==> src/design/ictl_cfg.svh <==
// constants for the control-channel routing host controller
// assumes nothing; included by the package users
`ifndef ICTL_CFG_SVH
`define ICTL_CFG_SVH
// own apb register offsets
`define ICTL_REG_CTRL       12'h000
`define ICTL_REG_STATUS     12'h004
`define ICTL_REG_CMD        12'h008
`define ICTL_REG_ADDRS      12'h00c
// ctrl field positions
`define ICTL_GO_BCAST       0
`define ICTL_GO_XOVER       1
`define ICTL_GO_P1OFF       2
`define ICTL_GO_SINGLE      3
`define ICTL_GEN1_BIT       8
// deserializer register map
`define ICTL_DES_ADDR       8'h4e
`define ICTL_DES_LOCAL_CC   16'h0001
`define ICTL_DES_REMOTE_DIS 16'h0003
`define ICTL_DES_LINK_EN1   16'h0006
`define ICTL_DES_SWAP       16'h0007
`define ICTL_REMOTE_ALL     8'haa
`define ICTL_REMOTE_XOVER_A 8'ha9
`define ICTL_SWAP_A         8'h10
`define ICTL_LOCAL_P1_OFF   8'he0
`define ICTL_LINK_EN1_ALL   8'h0f
// serializer and sensor addressing
`define ICTL_SER_DEFAULT    8'h80
`define ICTL_SER_ADDR_REG   16'h0000
`define ICTL_SER_BASE       8'h82
`define ICTL_XLATE2         16'h0042
`define ICTL_XLATE1         16'h0009
`define ICTL_BCAST_ADDR     8'hc4
`define ICTL_SENSOR_BASE    8'h22
`define ICTL_SENSOR_PHYS    8'h20
// timing
`define ICTL_CLK_NS         5
`define ICTL_CFG_WAIT_NS    10000
`define ICTL_GEN1_WAIT_NS   5000000
`define ICTL_SCL_PERIOD_NS  2500
`endif

==> src/design/ictl_pkg.sv <==
// types shared by the routing host controller modules
// assumes nothing of its surroundings
package ictl_pkg;
    typedef struct packed {
        logic [7:0]  dev;
        logic [15:0] addr;
        logic [7:0]  data;
    } ictl_wr_s;
    typedef enum logic [3:0] {
        J_BCAST  = 4'b0001,
        J_XOVER  = 4'b0010,
        J_P1OFF  = 4'b0100,
        J_SINGLE = 4'b1000
    } ictl_job_e;
    typedef enum logic [3:0] {
        S_IDLE  = 4'b0001,
        S_ISSUE = 4'b0010,
        S_XFER  = 4'b0100,
        S_WAIT  = 4'b1000
    } ictl_seq_e;
    typedef enum logic [3:0] {
        E_IDLE  = 4'b0001,
        E_START = 4'b0010,
        E_BIT   = 4'b0100,
        E_STOP  = 4'b1000
    } ictl_bus_e;
endpackage

==> src/design/ictl_route_host.sv <==
// host controller for a quad deserializer's control-channel routing
// assumes an apb master on core_clk and open-drain scl/sda pads outside
//
// Contract
// - serializer redirects a translated source address to its destination address
// - serializer answers at 0x80 until a new address is written to 0x0000
// - host isolates and programs one link at a time, then re-enables all
// - second generation: isolate with fe/fb/ef/bf to 0x0003, restore with aa
// - second generation translation pairs sit at 0x0042..0x0045
// - first generation translation pairs sit at 0x0009..0x000c
// - first generation: one-hot to 0x0006, then wait about 5 ms
// - crossover on link a: write a9 to 0x0003, then 10 to 0x0007
// - writing e0 to 0x0001 removes secondary port local access
// - each serializer answers its own address and shared broadcast c4
// - sensors at 0x20 reached through translated 0x22..0x28, one per module
// - wait at least 10 us after a configuration write's acknowledge
//
// The register offsets and register access over APB were decided locally.
`timescale 1ns/10ps
`default_nettype none
`include "ictl_cfg.svh"
module ictl_route_host #(
    parameter int unsigned GEN1_WAIT_CYC = (`ICTL_GEN1_WAIT_NS + `ICTL_CLK_NS - 1) / `ICTL_CLK_NS
) (
    // clock and reset
    input  wire logic        core_clk,
    input  wire logic        sys_rst,
    // apb slave
    input  wire logic        psel,
    input  wire logic        penable,
    input  wire logic        pwrite,
    input  wire logic [11:0] paddr,
    input  wire logic [31:0] pwdata,
    output logic      [31:0] prdata,
    output logic             pready,
    output logic             pslverr,
    // i2c pins
    input  wire logic        scl_i,
    output logic             scl_o,
    output logic             scl_oe,
    input  wire logic        sda_i,
    output logic             sda_o,
    output logic             sda_oe
);
    import ictl_pkg::*;
    localparam int unsigned CFG_WAIT_CYC =
        (`ICTL_CFG_WAIT_NS + `ICTL_CLK_NS - 1) / `ICTL_CLK_NS;

    ictl_seq_e   seq_reg;
    ictl_job_e   job_reg;
    ictl_job_e   go_job;
    logic        go;
    logic [2:0]  sub_reg;
    logic [1:0]  link_reg;
    logic        fin_reg;
    logic [20:0] wait_reg;
    logic        gen1_reg;
    logic        done_reg;
    logic        nack_err_reg;
    ictl_wr_s    cmd_reg;
    logic [7:0]  des_addr_reg;
    logic [7:0]  bcast_reg;
    logic [31:0] prdata_reg;
    logic        acc;
    logic        wr;
    logic        hit;
    logic [31:0] rd_val;
    ictl_wr_s    step_cmd;
    logic        step_last;
    logic        step_long;
    logic [7:0]  ser_addr;
    logic [15:0] xl_base;
    logic        eng_start;
    logic        eng_busy;
    logic        eng_done;
    logic        eng_nack;
    logic [1:0]  pin_sync;
    logic [2:0]  links_done_reg;
    logic        xover_seen_reg;

    // apb slave, zero wait states
    assign pready  = 1'b1;
    assign acc     = psel && penable;
    assign wr      = acc && pwrite;
    assign pslverr = acc && !hit;
    assign prdata  = prdata_reg;

    always_comb begin
        hit    = 1'b1;
        rd_val = 32'h0000_0000;
        case (paddr)
            `ICTL_REG_CTRL:   rd_val[`ICTL_GEN1_BIT] = gen1_reg;
            `ICTL_REG_STATUS: rd_val = {22'h000000, link_reg, 1'b0, sub_reg,
                                        1'b0, nack_err_reg, done_reg, seq_reg != S_IDLE};
            `ICTL_REG_CMD:    rd_val = cmd_reg;
            `ICTL_REG_ADDRS:  rd_val = {16'h0000, bcast_reg, des_addr_reg};
            default:          hit = 1'b0;
        endcase
    end

    // read data is captured in the setup cycle
    always_ff @(posedge core_clk) begin
        if (sys_rst) prdata_reg <= 32'h0000_0000;
        else if (psel && !penable) prdata_reg <= rd_val;
    end

    always_ff @(posedge core_clk) begin
        if (sys_rst) begin
            gen1_reg     <= 1'b0;
            cmd_reg      <= '0;
            des_addr_reg <= `ICTL_DES_ADDR;
            bcast_reg    <= `ICTL_BCAST_ADDR;
        end else if (wr) begin
            case (paddr)
                `ICTL_REG_CTRL:  if (seq_reg == S_IDLE) gen1_reg <= pwdata[`ICTL_GEN1_BIT];
                `ICTL_REG_CMD:   cmd_reg <= pwdata;
                `ICTL_REG_ADDRS: begin
                    des_addr_reg <= pwdata[7:0];
                    bcast_reg    <= pwdata[15:8];
                end
                default: ;
            endcase
        end
    end

    // job launch; ignored while a job runs
    always_comb begin
        go_job = J_SINGLE;
        if (pwdata[`ICTL_GO_BCAST])      go_job = J_BCAST;
        else if (pwdata[`ICTL_GO_XOVER]) go_job = J_XOVER;
        else if (pwdata[`ICTL_GO_P1OFF]) go_job = J_P1OFF;
    end
    assign go = wr && paddr == `ICTL_REG_CTRL && seq_reg == S_IDLE &&
                (pwdata[`ICTL_GO_SINGLE:`ICTL_GO_BCAST] != 4'h0);

    // step decode: one i2c register write per step
    assign ser_addr = `ICTL_SER_BASE + {5'h00, link_reg, 1'b0};
    assign xl_base  = gen1_reg ? `ICTL_XLATE1 : `ICTL_XLATE2;
    always_comb begin
        step_cmd  = '{dev: des_addr_reg, addr: `ICTL_DES_REMOTE_DIS, data: `ICTL_REMOTE_ALL};
        step_last = 1'b0;
        step_long = 1'b0;
        case (job_reg)
            J_BCAST: begin
                if (fin_reg) begin
                    step_last = 1'b1;
                    if (gen1_reg) begin
                        step_cmd.addr = `ICTL_DES_LINK_EN1;
                        step_cmd.data = `ICTL_LINK_EN1_ALL;
                    end
                end else begin
                    case (sub_reg)
                        3'd0: begin
                            if (gen1_reg) begin
                                step_cmd.addr = `ICTL_DES_LINK_EN1;
                                step_cmd.data = 8'h01 << link_reg;
                                step_long     = 1'b1;
                            end else begin
                                // clears only the primary-port bit of this link
                                step_cmd.data = ~(8'h01 << {link_reg, 1'b0});
                            end
                        end
                        3'd1: begin
                            step_cmd = '{dev: `ICTL_SER_DEFAULT, addr: `ICTL_SER_ADDR_REG,
                                         data: ser_addr};
                        end
                        3'd2: step_cmd = '{dev: ser_addr, addr: xl_base,
                                           data: bcast_reg};
                        3'd3: step_cmd = '{dev: ser_addr, addr: xl_base + 16'd1,
                                           data: ser_addr};
                        3'd4: step_cmd = '{dev: ser_addr, addr: xl_base + 16'd2,
                                           data: `ICTL_SENSOR_BASE + {5'h00, link_reg, 1'b0}};
                        default: step_cmd = '{dev: ser_addr, addr: xl_base + 16'd3,
                                              data: `ICTL_SENSOR_PHYS};
                    endcase
                end
            end
            J_XOVER: begin
                if (sub_reg == 3'd0) begin
                    step_cmd.data = `ICTL_REMOTE_XOVER_A;
                end else begin
                    step_cmd.addr = `ICTL_DES_SWAP;
                    step_cmd.data = `ICTL_SWAP_A;
                    step_last     = 1'b1;
                end
            end
            J_P1OFF: begin
                step_cmd.addr = `ICTL_DES_LOCAL_CC;
                step_cmd.data = `ICTL_LOCAL_P1_OFF;
                step_last     = 1'b1;
            end
            default: begin
                // relies on default all-link forwarding
                step_cmd  = cmd_reg;
                step_last = 1'b1;
            end
        endcase
    end

    // sequencer state
    always_ff @(posedge core_clk) begin
        if (sys_rst) begin
            seq_reg <= S_IDLE;
            job_reg <= J_SINGLE;
        end else begin
            case (seq_reg)
                S_IDLE: if (go) begin
                    seq_reg <= S_ISSUE;
                    job_reg <= go_job;
                end
                S_ISSUE: seq_reg <= S_XFER;
                S_XFER: if (eng_done) seq_reg <= eng_nack ? S_IDLE : S_WAIT;
                S_WAIT: if (wait_reg == 21'd0) seq_reg <= step_last ? S_IDLE : S_ISSUE;
                default: seq_reg <= S_IDLE;
            endcase
        end
    end

    // one link at a time, restore after the fourth
    always_ff @(posedge core_clk) begin
        if (sys_rst || go) begin
            sub_reg        <= 3'd0;
            link_reg       <= 2'd0;
            fin_reg        <= 1'b0;
            links_done_reg <= 3'd0;
        end else if (seq_reg == S_WAIT && wait_reg == 21'd0 && !step_last) begin
            if (job_reg == J_BCAST && sub_reg == 3'd5) begin
                sub_reg        <= 3'd0;
                links_done_reg <= links_done_reg + 3'd1;
                if (link_reg == 2'd3) fin_reg <= 1'b1;
                else link_reg <= link_reg + 2'd1;
            end else begin
                sub_reg <= sub_reg + 3'd1;
            end
        end
    end

    // settle time after each acknowledged write
    always_ff @(posedge core_clk) begin
        if (sys_rst) wait_reg <= 21'd0;
        else if (seq_reg == S_XFER && eng_done)
            wait_reg <= step_long ? 21'(GEN1_WAIT_CYC - 1) : 21'(CFG_WAIT_CYC - 1);
        else if (seq_reg == S_WAIT && wait_reg != 21'd0) wait_reg <= wait_reg - 21'd1;
    end

    // status flags
    always_ff @(posedge core_clk) begin
        if (sys_rst || go) begin
            done_reg       <= 1'b0;
            nack_err_reg   <= 1'b0;
            xover_seen_reg <= 1'b0;
        end else begin
            if (seq_reg == S_WAIT && wait_reg == 21'd0 && step_last) done_reg <= 1'b1;
            if (seq_reg == S_XFER && eng_done && eng_nack) nack_err_reg <= 1'b1;
            if (seq_reg == S_XFER && eng_done && !eng_nack && job_reg == J_XOVER &&
                sub_reg == 3'd0) xover_seen_reg <= 1'b1;
        end
    end

    assign eng_start = (seq_reg == S_ISSUE);
    assign scl_o     = 1'b0;
    assign sda_o     = 1'b0;

    ictl_sync2 #(.W(2)) u_sync (
        .core_clk (core_clk),
        .d        ({scl_i, sda_i}),
        .q        (pin_sync)
    );

    ictl_i2c_wr u_eng (
        .core_clk (core_clk),
        .sys_rst  (sys_rst),
        .start    (eng_start),
        .cmd      (step_cmd),
        .busy     (eng_busy),
        .done     (eng_done),
        .nack     (eng_nack),
        .scl_in   (pin_sync[1]),
        .sda_in   (pin_sync[0]),
        .scl_oe   (scl_oe),
        .sda_oe   (sda_oe)
    );

    property p_isolate2;
        @(posedge core_clk) disable iff (sys_rst)
        (eng_start && job_reg == J_BCAST && !gen1_reg && !fin_reg && sub_reg == 3'd0)
            |-> step_cmd.addr == `ICTL_DES_REMOTE_DIS && $countones(~step_cmd.data) == 1
                && (~step_cmd.data & 8'h55) != 8'h00;
    endproperty
    a_isolate2: assert property (p_isolate2) else $error("bad isolate value");

    property p_xlate2;
        @(posedge core_clk) disable iff (sys_rst)
        (eng_start && job_reg == J_BCAST && !gen1_reg && !fin_reg && sub_reg == 3'd2)
            |-> step_cmd.addr == `ICTL_XLATE2 && step_cmd.dev == ser_addr;
    endproperty
    a_xlate2: assert property (p_xlate2) else $error("bad translation offset");

    property p_xlate1;
        @(posedge core_clk) disable iff (sys_rst)
        (eng_start && job_reg == J_BCAST && gen1_reg && !fin_reg && sub_reg == 3'd5)
            |-> step_cmd.addr == `ICTL_XLATE1 + 16'd3;
    endproperty
    a_xlate1: assert property (p_xlate1) else $error("bad gen1 translation");

    property p_readdr;
        @(posedge core_clk) disable iff (sys_rst)
        (eng_start && job_reg == J_BCAST && !fin_reg && sub_reg == 3'd1)
            |-> step_cmd.dev == `ICTL_SER_DEFAULT && step_cmd.addr == `ICTL_SER_ADDR_REG;
    endproperty
    a_readdr: assert property (p_readdr) else $error("bad readdress write");

    property p_sensor;
        @(posedge core_clk) disable iff (sys_rst)
        (eng_start && job_reg == J_BCAST && !fin_reg && sub_reg == 3'd4)
            |-> step_cmd.data == `ICTL_SENSOR_BASE + {5'h00, link_reg, 1'b0};
    endproperty
    a_sensor: assert property (p_sensor) else $error("bad sensor alias");

    property p_gen1_wait;
        @(posedge core_clk) disable iff (sys_rst)
        (seq_reg == S_XFER && eng_done && !eng_nack && step_long)
            |=> seq_reg == S_WAIT && wait_reg == 21'(GEN1_WAIT_CYC - 1);
    endproperty
    a_gen1_wait: assert property (p_gen1_wait) else $error("short link wait");

    property p_settle;
        @(posedge core_clk) disable iff (sys_rst)
        (seq_reg == S_XFER && eng_done && !eng_nack) |=> (seq_reg == S_WAIT)[*8];
    endproperty
    a_settle: assert property (p_settle) else $error("no settle time");

    property p_restore_last;
        @(posedge core_clk) disable iff (sys_rst)
        (eng_start && job_reg == J_BCAST && fin_reg) |-> links_done_reg == 3'd4;
    endproperty
    a_restore_last: assert property (p_restore_last) else $error("early restore");

    property p_swap_order;
        @(posedge core_clk) disable iff (sys_rst)
        (eng_start && job_reg == J_XOVER && step_cmd.addr == `ICTL_DES_SWAP)
            |-> xover_seen_reg;
    endproperty
    a_swap_order: assert property (p_swap_order) else $error("swap before a9");

    property p_nack_abort;
        @(posedge core_clk) disable iff (sys_rst)
        (seq_reg == S_XFER && eng_done && eng_nack)
            |=> seq_reg == S_IDLE && nack_err_reg ##1 !eng_busy;
    endproperty
    a_nack_abort: assert property (p_nack_abort) else $error("nack not reported");
endmodule // ictl_route_host
`default_nettype wire

==> src/design/ictl_sync2.sv <==
// two-flop synchroniser for pin inputs
// assumes inputs are asynchronous to core_clk
`timescale 1ns/10ps
`default_nettype none
module ictl_sync2 #(
    parameter int W = 2
) (
    // clock
    input  wire logic         core_clk,
    // data
    input  wire logic [W-1:0] d,
    output logic      [W-1:0] q
);
    logic [W-1:0] meta_reg;
    genvar i;
    generate
        for (i = 0; i < W; i++) begin : g_bit
            always_ff @(posedge core_clk) begin
                meta_reg[i] <= d[i];
                q[i]        <= meta_reg[i];
            end
        end
    endgenerate
endmodule // ictl_sync2
`default_nettype wire

==> src/design/ictl_i2c_wr.sv <==
// i2c write engine: start, four bytes with ack check, stop
// assumes synchronised scl/sda inputs; open-drain lines, oe high pulls low
`timescale 1ns/10ps
`default_nettype none
`include "ictl_cfg.svh"
module ictl_i2c_wr (
    // clock and reset
    input  wire logic               core_clk,
    input  wire logic               sys_rst,
    // request
    input  wire logic               start,
    input  wire ictl_pkg::ictl_wr_s cmd,
    output logic                    busy,
    output logic                    done,
    output logic                    nack,
    // bus lines
    input  wire logic               scl_in,
    input  wire logic               sda_in,
    output logic                    scl_oe,
    output logic                    sda_oe
);
    import ictl_pkg::*;
    localparam int QTR_CYC = `ICTL_SCL_PERIOD_NS / 4 / `ICTL_CLK_NS;
    ictl_bus_e   st_reg;
    logic [1:0]  q_reg;
    logic [3:0]  bit_reg;
    logic [1:0]  byte_reg;
    logic [31:0] sh_reg;
    logic [7:0]  div_reg;
    logic        tick;
    logic        adv;
    assign busy = (st_reg != E_IDLE);
    assign tick = (div_reg == 8'(QTR_CYC - 1));
    // a held-low scl stretches the high phase
    assign adv  = busy && tick && !(q_reg == 2'd2 && !scl_in);
    always_ff @(posedge core_clk) begin
        if (sys_rst || !busy || tick) div_reg <= 8'h00;
        else div_reg <= div_reg + 8'h01;
    end
    always_ff @(posedge core_clk) begin
        done <= 1'b0;
        if (sys_rst) begin
            st_reg   <= E_IDLE;
            q_reg    <= 2'd0;
            bit_reg  <= 4'd0;
            byte_reg <= 2'd0;
            sh_reg   <= 32'h0000_0000;
            scl_oe   <= 1'b0;
            sda_oe   <= 1'b0;
            nack     <= 1'b0;
        end else if (st_reg == E_IDLE) begin
            if (start) begin
                st_reg   <= E_START;
                sh_reg   <= cmd;
                q_reg    <= 2'd0;
                bit_reg  <= 4'd0;
                byte_reg <= 2'd0;
                nack     <= 1'b0;
            end
        end else if (adv) begin
            q_reg <= q_reg + 2'd1;
            case (st_reg)
                E_START: begin
                    if (q_reg == 2'd1) sda_oe <= 1'b1;
                    if (q_reg == 2'd3) begin
                        scl_oe <= 1'b1;
                        st_reg <= E_BIT;
                    end
                end
                E_BIT: case (q_reg)
                    2'd0: sda_oe <= (bit_reg == 4'd8) ? 1'b0 : !sh_reg[31];
                    2'd1: scl_oe <= 1'b0;
                    2'd2: if (bit_reg == 4'd8) nack <= sda_in;
                    default: begin
                        scl_oe <= 1'b1;
                        if (bit_reg != 4'd8) begin
                            sh_reg  <= {sh_reg[30:0], 1'b0};
                            bit_reg <= bit_reg + 4'd1;
                        end else if (nack || byte_reg == 2'd3) begin
                            st_reg <= E_STOP;
                        end else begin
                            byte_reg <= byte_reg + 2'd1;
                            bit_reg  <= 4'd0;
                        end
                    end
                endcase
                E_STOP: case (q_reg)
                    2'd0: sda_oe <= 1'b1;
                    2'd1: scl_oe <= 1'b0;
                    2'd2: sda_oe <= 1'b0;
                    default: begin
                        st_reg <= E_IDLE;
                        done   <= 1'b1;
                    end
                endcase
                default: st_reg <= E_IDLE;
            endcase
        end
    end
    property p_sda_hold;
        @(posedge core_clk) disable iff (sys_rst)
        (st_reg == E_BIT && $past(st_reg) == E_BIT && !scl_oe && !$past(scl_oe))
            |-> $stable(sda_oe);
    endproperty
    a_sda_hold: assert property (p_sda_hold) else $error("sda moved while scl high");
endmodule // ictl_i2c_wr
`default_nettype wire

==> config.mk <==
export PLATFORM = sky130hd
export DESIGN_NAME = ictl_route_host
export DESIGN_NICKNAME = d
export VERILOG_FILES = /design/src/design/ictl_pkg.sv /design/src/design/ictl_route_host.sv /design/src/design/ictl_sync2.sv /design/src/design/ictl_i2c_wr.sv
export VERILOG_INCLUDE_DIRS = /design/src /design/src/design
export SDC_FILE = /design/constraint.sdc
export NUM_CORES = 1
export LEC_CHECK = 0
export CELL_PAD_IN_SITES_DETAIL_PLACEMENT = 0
export CELL_PAD_IN_SITES_GLOBAL_PLACEMENT = 1
export CORE_MARGIN = 1.5
export CORE_UTILIZATION = 43
export DETAILED_ROUTE_END_ITERATION = 6
export DONT_BUFFER_PORTS = 1
export PLACE_DENSITY = 0.76
export SETUP_SLACK_MARGIN = 0.05
export SLEW_MARGIN = 10
export SYNTH_ARGS = -nofsm -noshare
export SYNTH_HDL_FRONTEND = slang
export SYNTH_HIERARCHICAL = 1
export SYNTH_SLANG_ARGS = --single-unit
==> constraint.sdc <==
create_clock -name core_clk -period 2.2 [get_ports core_clk]
set_clock_uncertainty 0.15 [all_clocks]
set_input_delay 0.11 -clock core_clk [delete_from_list [all_inputs] [get_ports core_clk]]
set_output_delay 0.11 -clock core_clk [all_outputs]
set_load 0.05 [all_outputs]
==> flow_summary.ini <==
[logic_synthesis]
synth_fa_ha_area_share_pct = 3.30
synth_edf_count = 0
yosysWarningCount = 6
synth_xor_area_share_pct = 1.44
ys_seq_area_share_pct = 39.2
synth_top_cell_by_area = dfxtp_1
synth_compound_area_share_pct = 21.3
syn_inst = 1144
ys_types = 73
synth.cells.most_frequent = nand2_1 (218), dfxtp_1 (178), nor2_1 (124)
synth_top_family_by_area = simple AND/OR/NAND/NOR gates
synth.most_common_cell = nand2_1
synth_top_area_share_pct = 39.2
synthFlopType = dfxtp_1
syn_area_per_cell_um2 = 7.95
syn-cell-area_um2 = 9090
ys_ff_latch = 178
async_flop_share_pct = 0
synth.mux.area_fraction_pct = 2.88
synth-simple-area-share_pct = 26.5
yosys-top-cells-area = dfxtp_1 (39%), nand2_1 (9.0%), nor2_1 (5.1%)

[cts]
clock_sinks = 178
cts-buffers-inserted = 17
cts_tree = built
clk_pin_slew_ps = 70
clkLatencyLatePin_ps = 430
root_buffer = clkbuf_16
htreeDepth = 4
cts_buffer_depth = 2
hold_buffers = 87

[global_routing]
grt_pass1_vias = 8430
grt_pass1_wl_um = 44800
antenna_found_initial = 0
grt_start_max_net_pins = 138
grt_overflow_total = 0
grt_util_all_layers_pct = 25.7

[placed_design]
io_buffer_count = 0
place.gp.congestion = 0.852
preCtsSetupSlack_ps = -342
placed_area_um2 = 10100
dp_hpwl_um = 18800

[pwr]
p_per_area_nw_per_um2 = 535
peakVddDrop_v = 0.000410
swShare_pct = 24.0
p_int_w = 0.00495
finalPower_w = 0.00651
pwr-share-seq_pct = 49.6
pwr-share-comb_pct = 2.7
clock_power_share_pct = 47.7
p_leak_nw = 4.72
switchingPower_w = 0.00156

[routing]
drtPass1Iterations = 6
wire_per_inst_um = 18.3
ant_nets = 0
vias = 9050
wirelength_um = 29200
drt_iter0_drc = 789
post_drt_via_cell_ratio = 5.65
route.detailed.drc = 0

[critical_path]
crit_slowest_cell = or4_4
cp_max_fo = 8
worstSetupPathType = flop to flop
critPathTopFamily = simple AND/OR/NAND/NOR gates
path_buf_inv = 3
cp.depth = 9
r2r_cells = 9
end_kind = flop
crit_path_start_kind = flop
required_ps = 2380
critPathArrivalTime_ps = 2630
path_cells = inv_2 > ha_4 > nand3b_1 > or4_4 > a2111oi_4 > buf_6 > clkbuf_16 > nor2_1 > a311oi_1
slowest_delay_ps = 540

[final_layout]
syn_to_final_growth_pct = 34.0
final_util_pct = 58.3
drive_above_1_share_pct = 20.1
fin_nets = 1388
diodes = 0
finalInstanceArea_um2 = 12200

[timing]
worst_slew_pin_slew_ps = 763
maxSlewViolCount = 0
fmax_mhz = 409
fin_setup_tns_ps = -6120
holdWs_ps = -387
relSlewSlack_pct = 48.7
hold_viol_final = 65
fin_crit_ps = 2440
min_period_over_period_pct = 111
setup_ws_ps = -244
setup_viol = 34
rsz0062_at_grt = yes

[min_path]
min_delay_path_depth = 1
hold_class = primary input to flop

[die]
rows = 53
dieArea_um2 = 22000
start_util_pct = 43.5
die_y_um = 148
core_um2 = 20900
die_x_um = 148
io_pins = 89

[outcome]
status = complete, but fails checks
violations = hold timing, setup timing

[flow_run]
drv_cap = 0
-- cell usage in the layout, fill, tap and decap left out, drive strengths merged, types with 22 or more instances in the layout --
master,count
ha,24
nor2,124
a311oi,34
dlygate4sd3,86
a21oi,88
a22oi,35
o21ai,55
buf,143
clkbuf,23
inv,32
nand3,22
nand2,218
dfxtp,178
-- cell families (layout without fill, tap and decap cells) --
| logic type | Yosys count | count (layout) |
|---|---|---|
| adder cells (fa/ha/maj) | 24 | 24 |
| multiplexers | 24 | 24 |
| XOR/XNOR | 15 | 15 |
| AND/OR/NAND/NOR | 498 | 498 |
| flip-flops | 178 | 178 |
| buffers and inverters | 112 | 293 |
| other | 2 | 3 |
| AO/OA/AOI/OAI | 291 | 291 |
-- final timing paths --
path / startpoint / endpoint / slack, ps
max: u_eng/div_reg[1] / u_eng/sh_reg[4] / -240
min: sys_rst / seq_reg[3] / -390
max reg2reg: u_eng/div_reg[1] / u_eng/sh_reg[4] / -240
min reg2reg: u_sync/meta_reg[1] / u_sync/q[1] / 190
-- routing by layer --
metal  up-vias  GRT usage [%]  routed length, µm
met5         -              0                  0
met4         0           9.65                662
met3        40           4.42               1760
met2       269           41.3              13900
met1      4327           34.4              12900
li1       4414              -                  -
-- final cells by class --
class                           count  area, µm²
Multi-Input combinational cell    855       5360
Timing Repair Buffer              235       2210
Sequential cell                   178       3570
Clock inverter                     14        160
Clock buffer                       18        439
Tap cell                          275        344
Inverter                           26       97.6
Fill cell                        1908       8700
-- power groups by stage --
stage	combinational [W]	clock, W	sequential (W)
floorplan	0.000142	0	0.00331
global placement	0.000132	0	0.00331
detailed placement	0.000133	0	0.00331
CTS	0.000167	0.00316	0.00323
global route	0.000188	0.00329	0.00323
finish	0.000176	0.00311	0.00323
-- timing repair --
item,4_1_cts,5_1_grt
cloned,3,5
endpoints found under the hold margin,160,66
setup buffers,4,11
resized for setup,13,69
setup endpoints to repair,53,74
pin swaps,2,29
-- worst reg2reg max path, cell delays in order, from the launching register on --
cell,delay [ps]
dfxtp_2,330
inv_2,70
ha_4,130
nand3b_1,90
or4_4,540
a2111oi_4,370
buf_6,210
clkbuf_16,180
nor2_1,40
a311oi_1,230
-- per-stage QoR --
stage / instances / hold WS, ps
after floorplan: 1145 / -12.3
after global placement: 1462 / -12.2
after detailed placement: 1462 / -12.2
after CTS: 1588 / -420
after global routing: 1601 / -405
final: 1601 / -387
(Power assumes the default switching activity.)
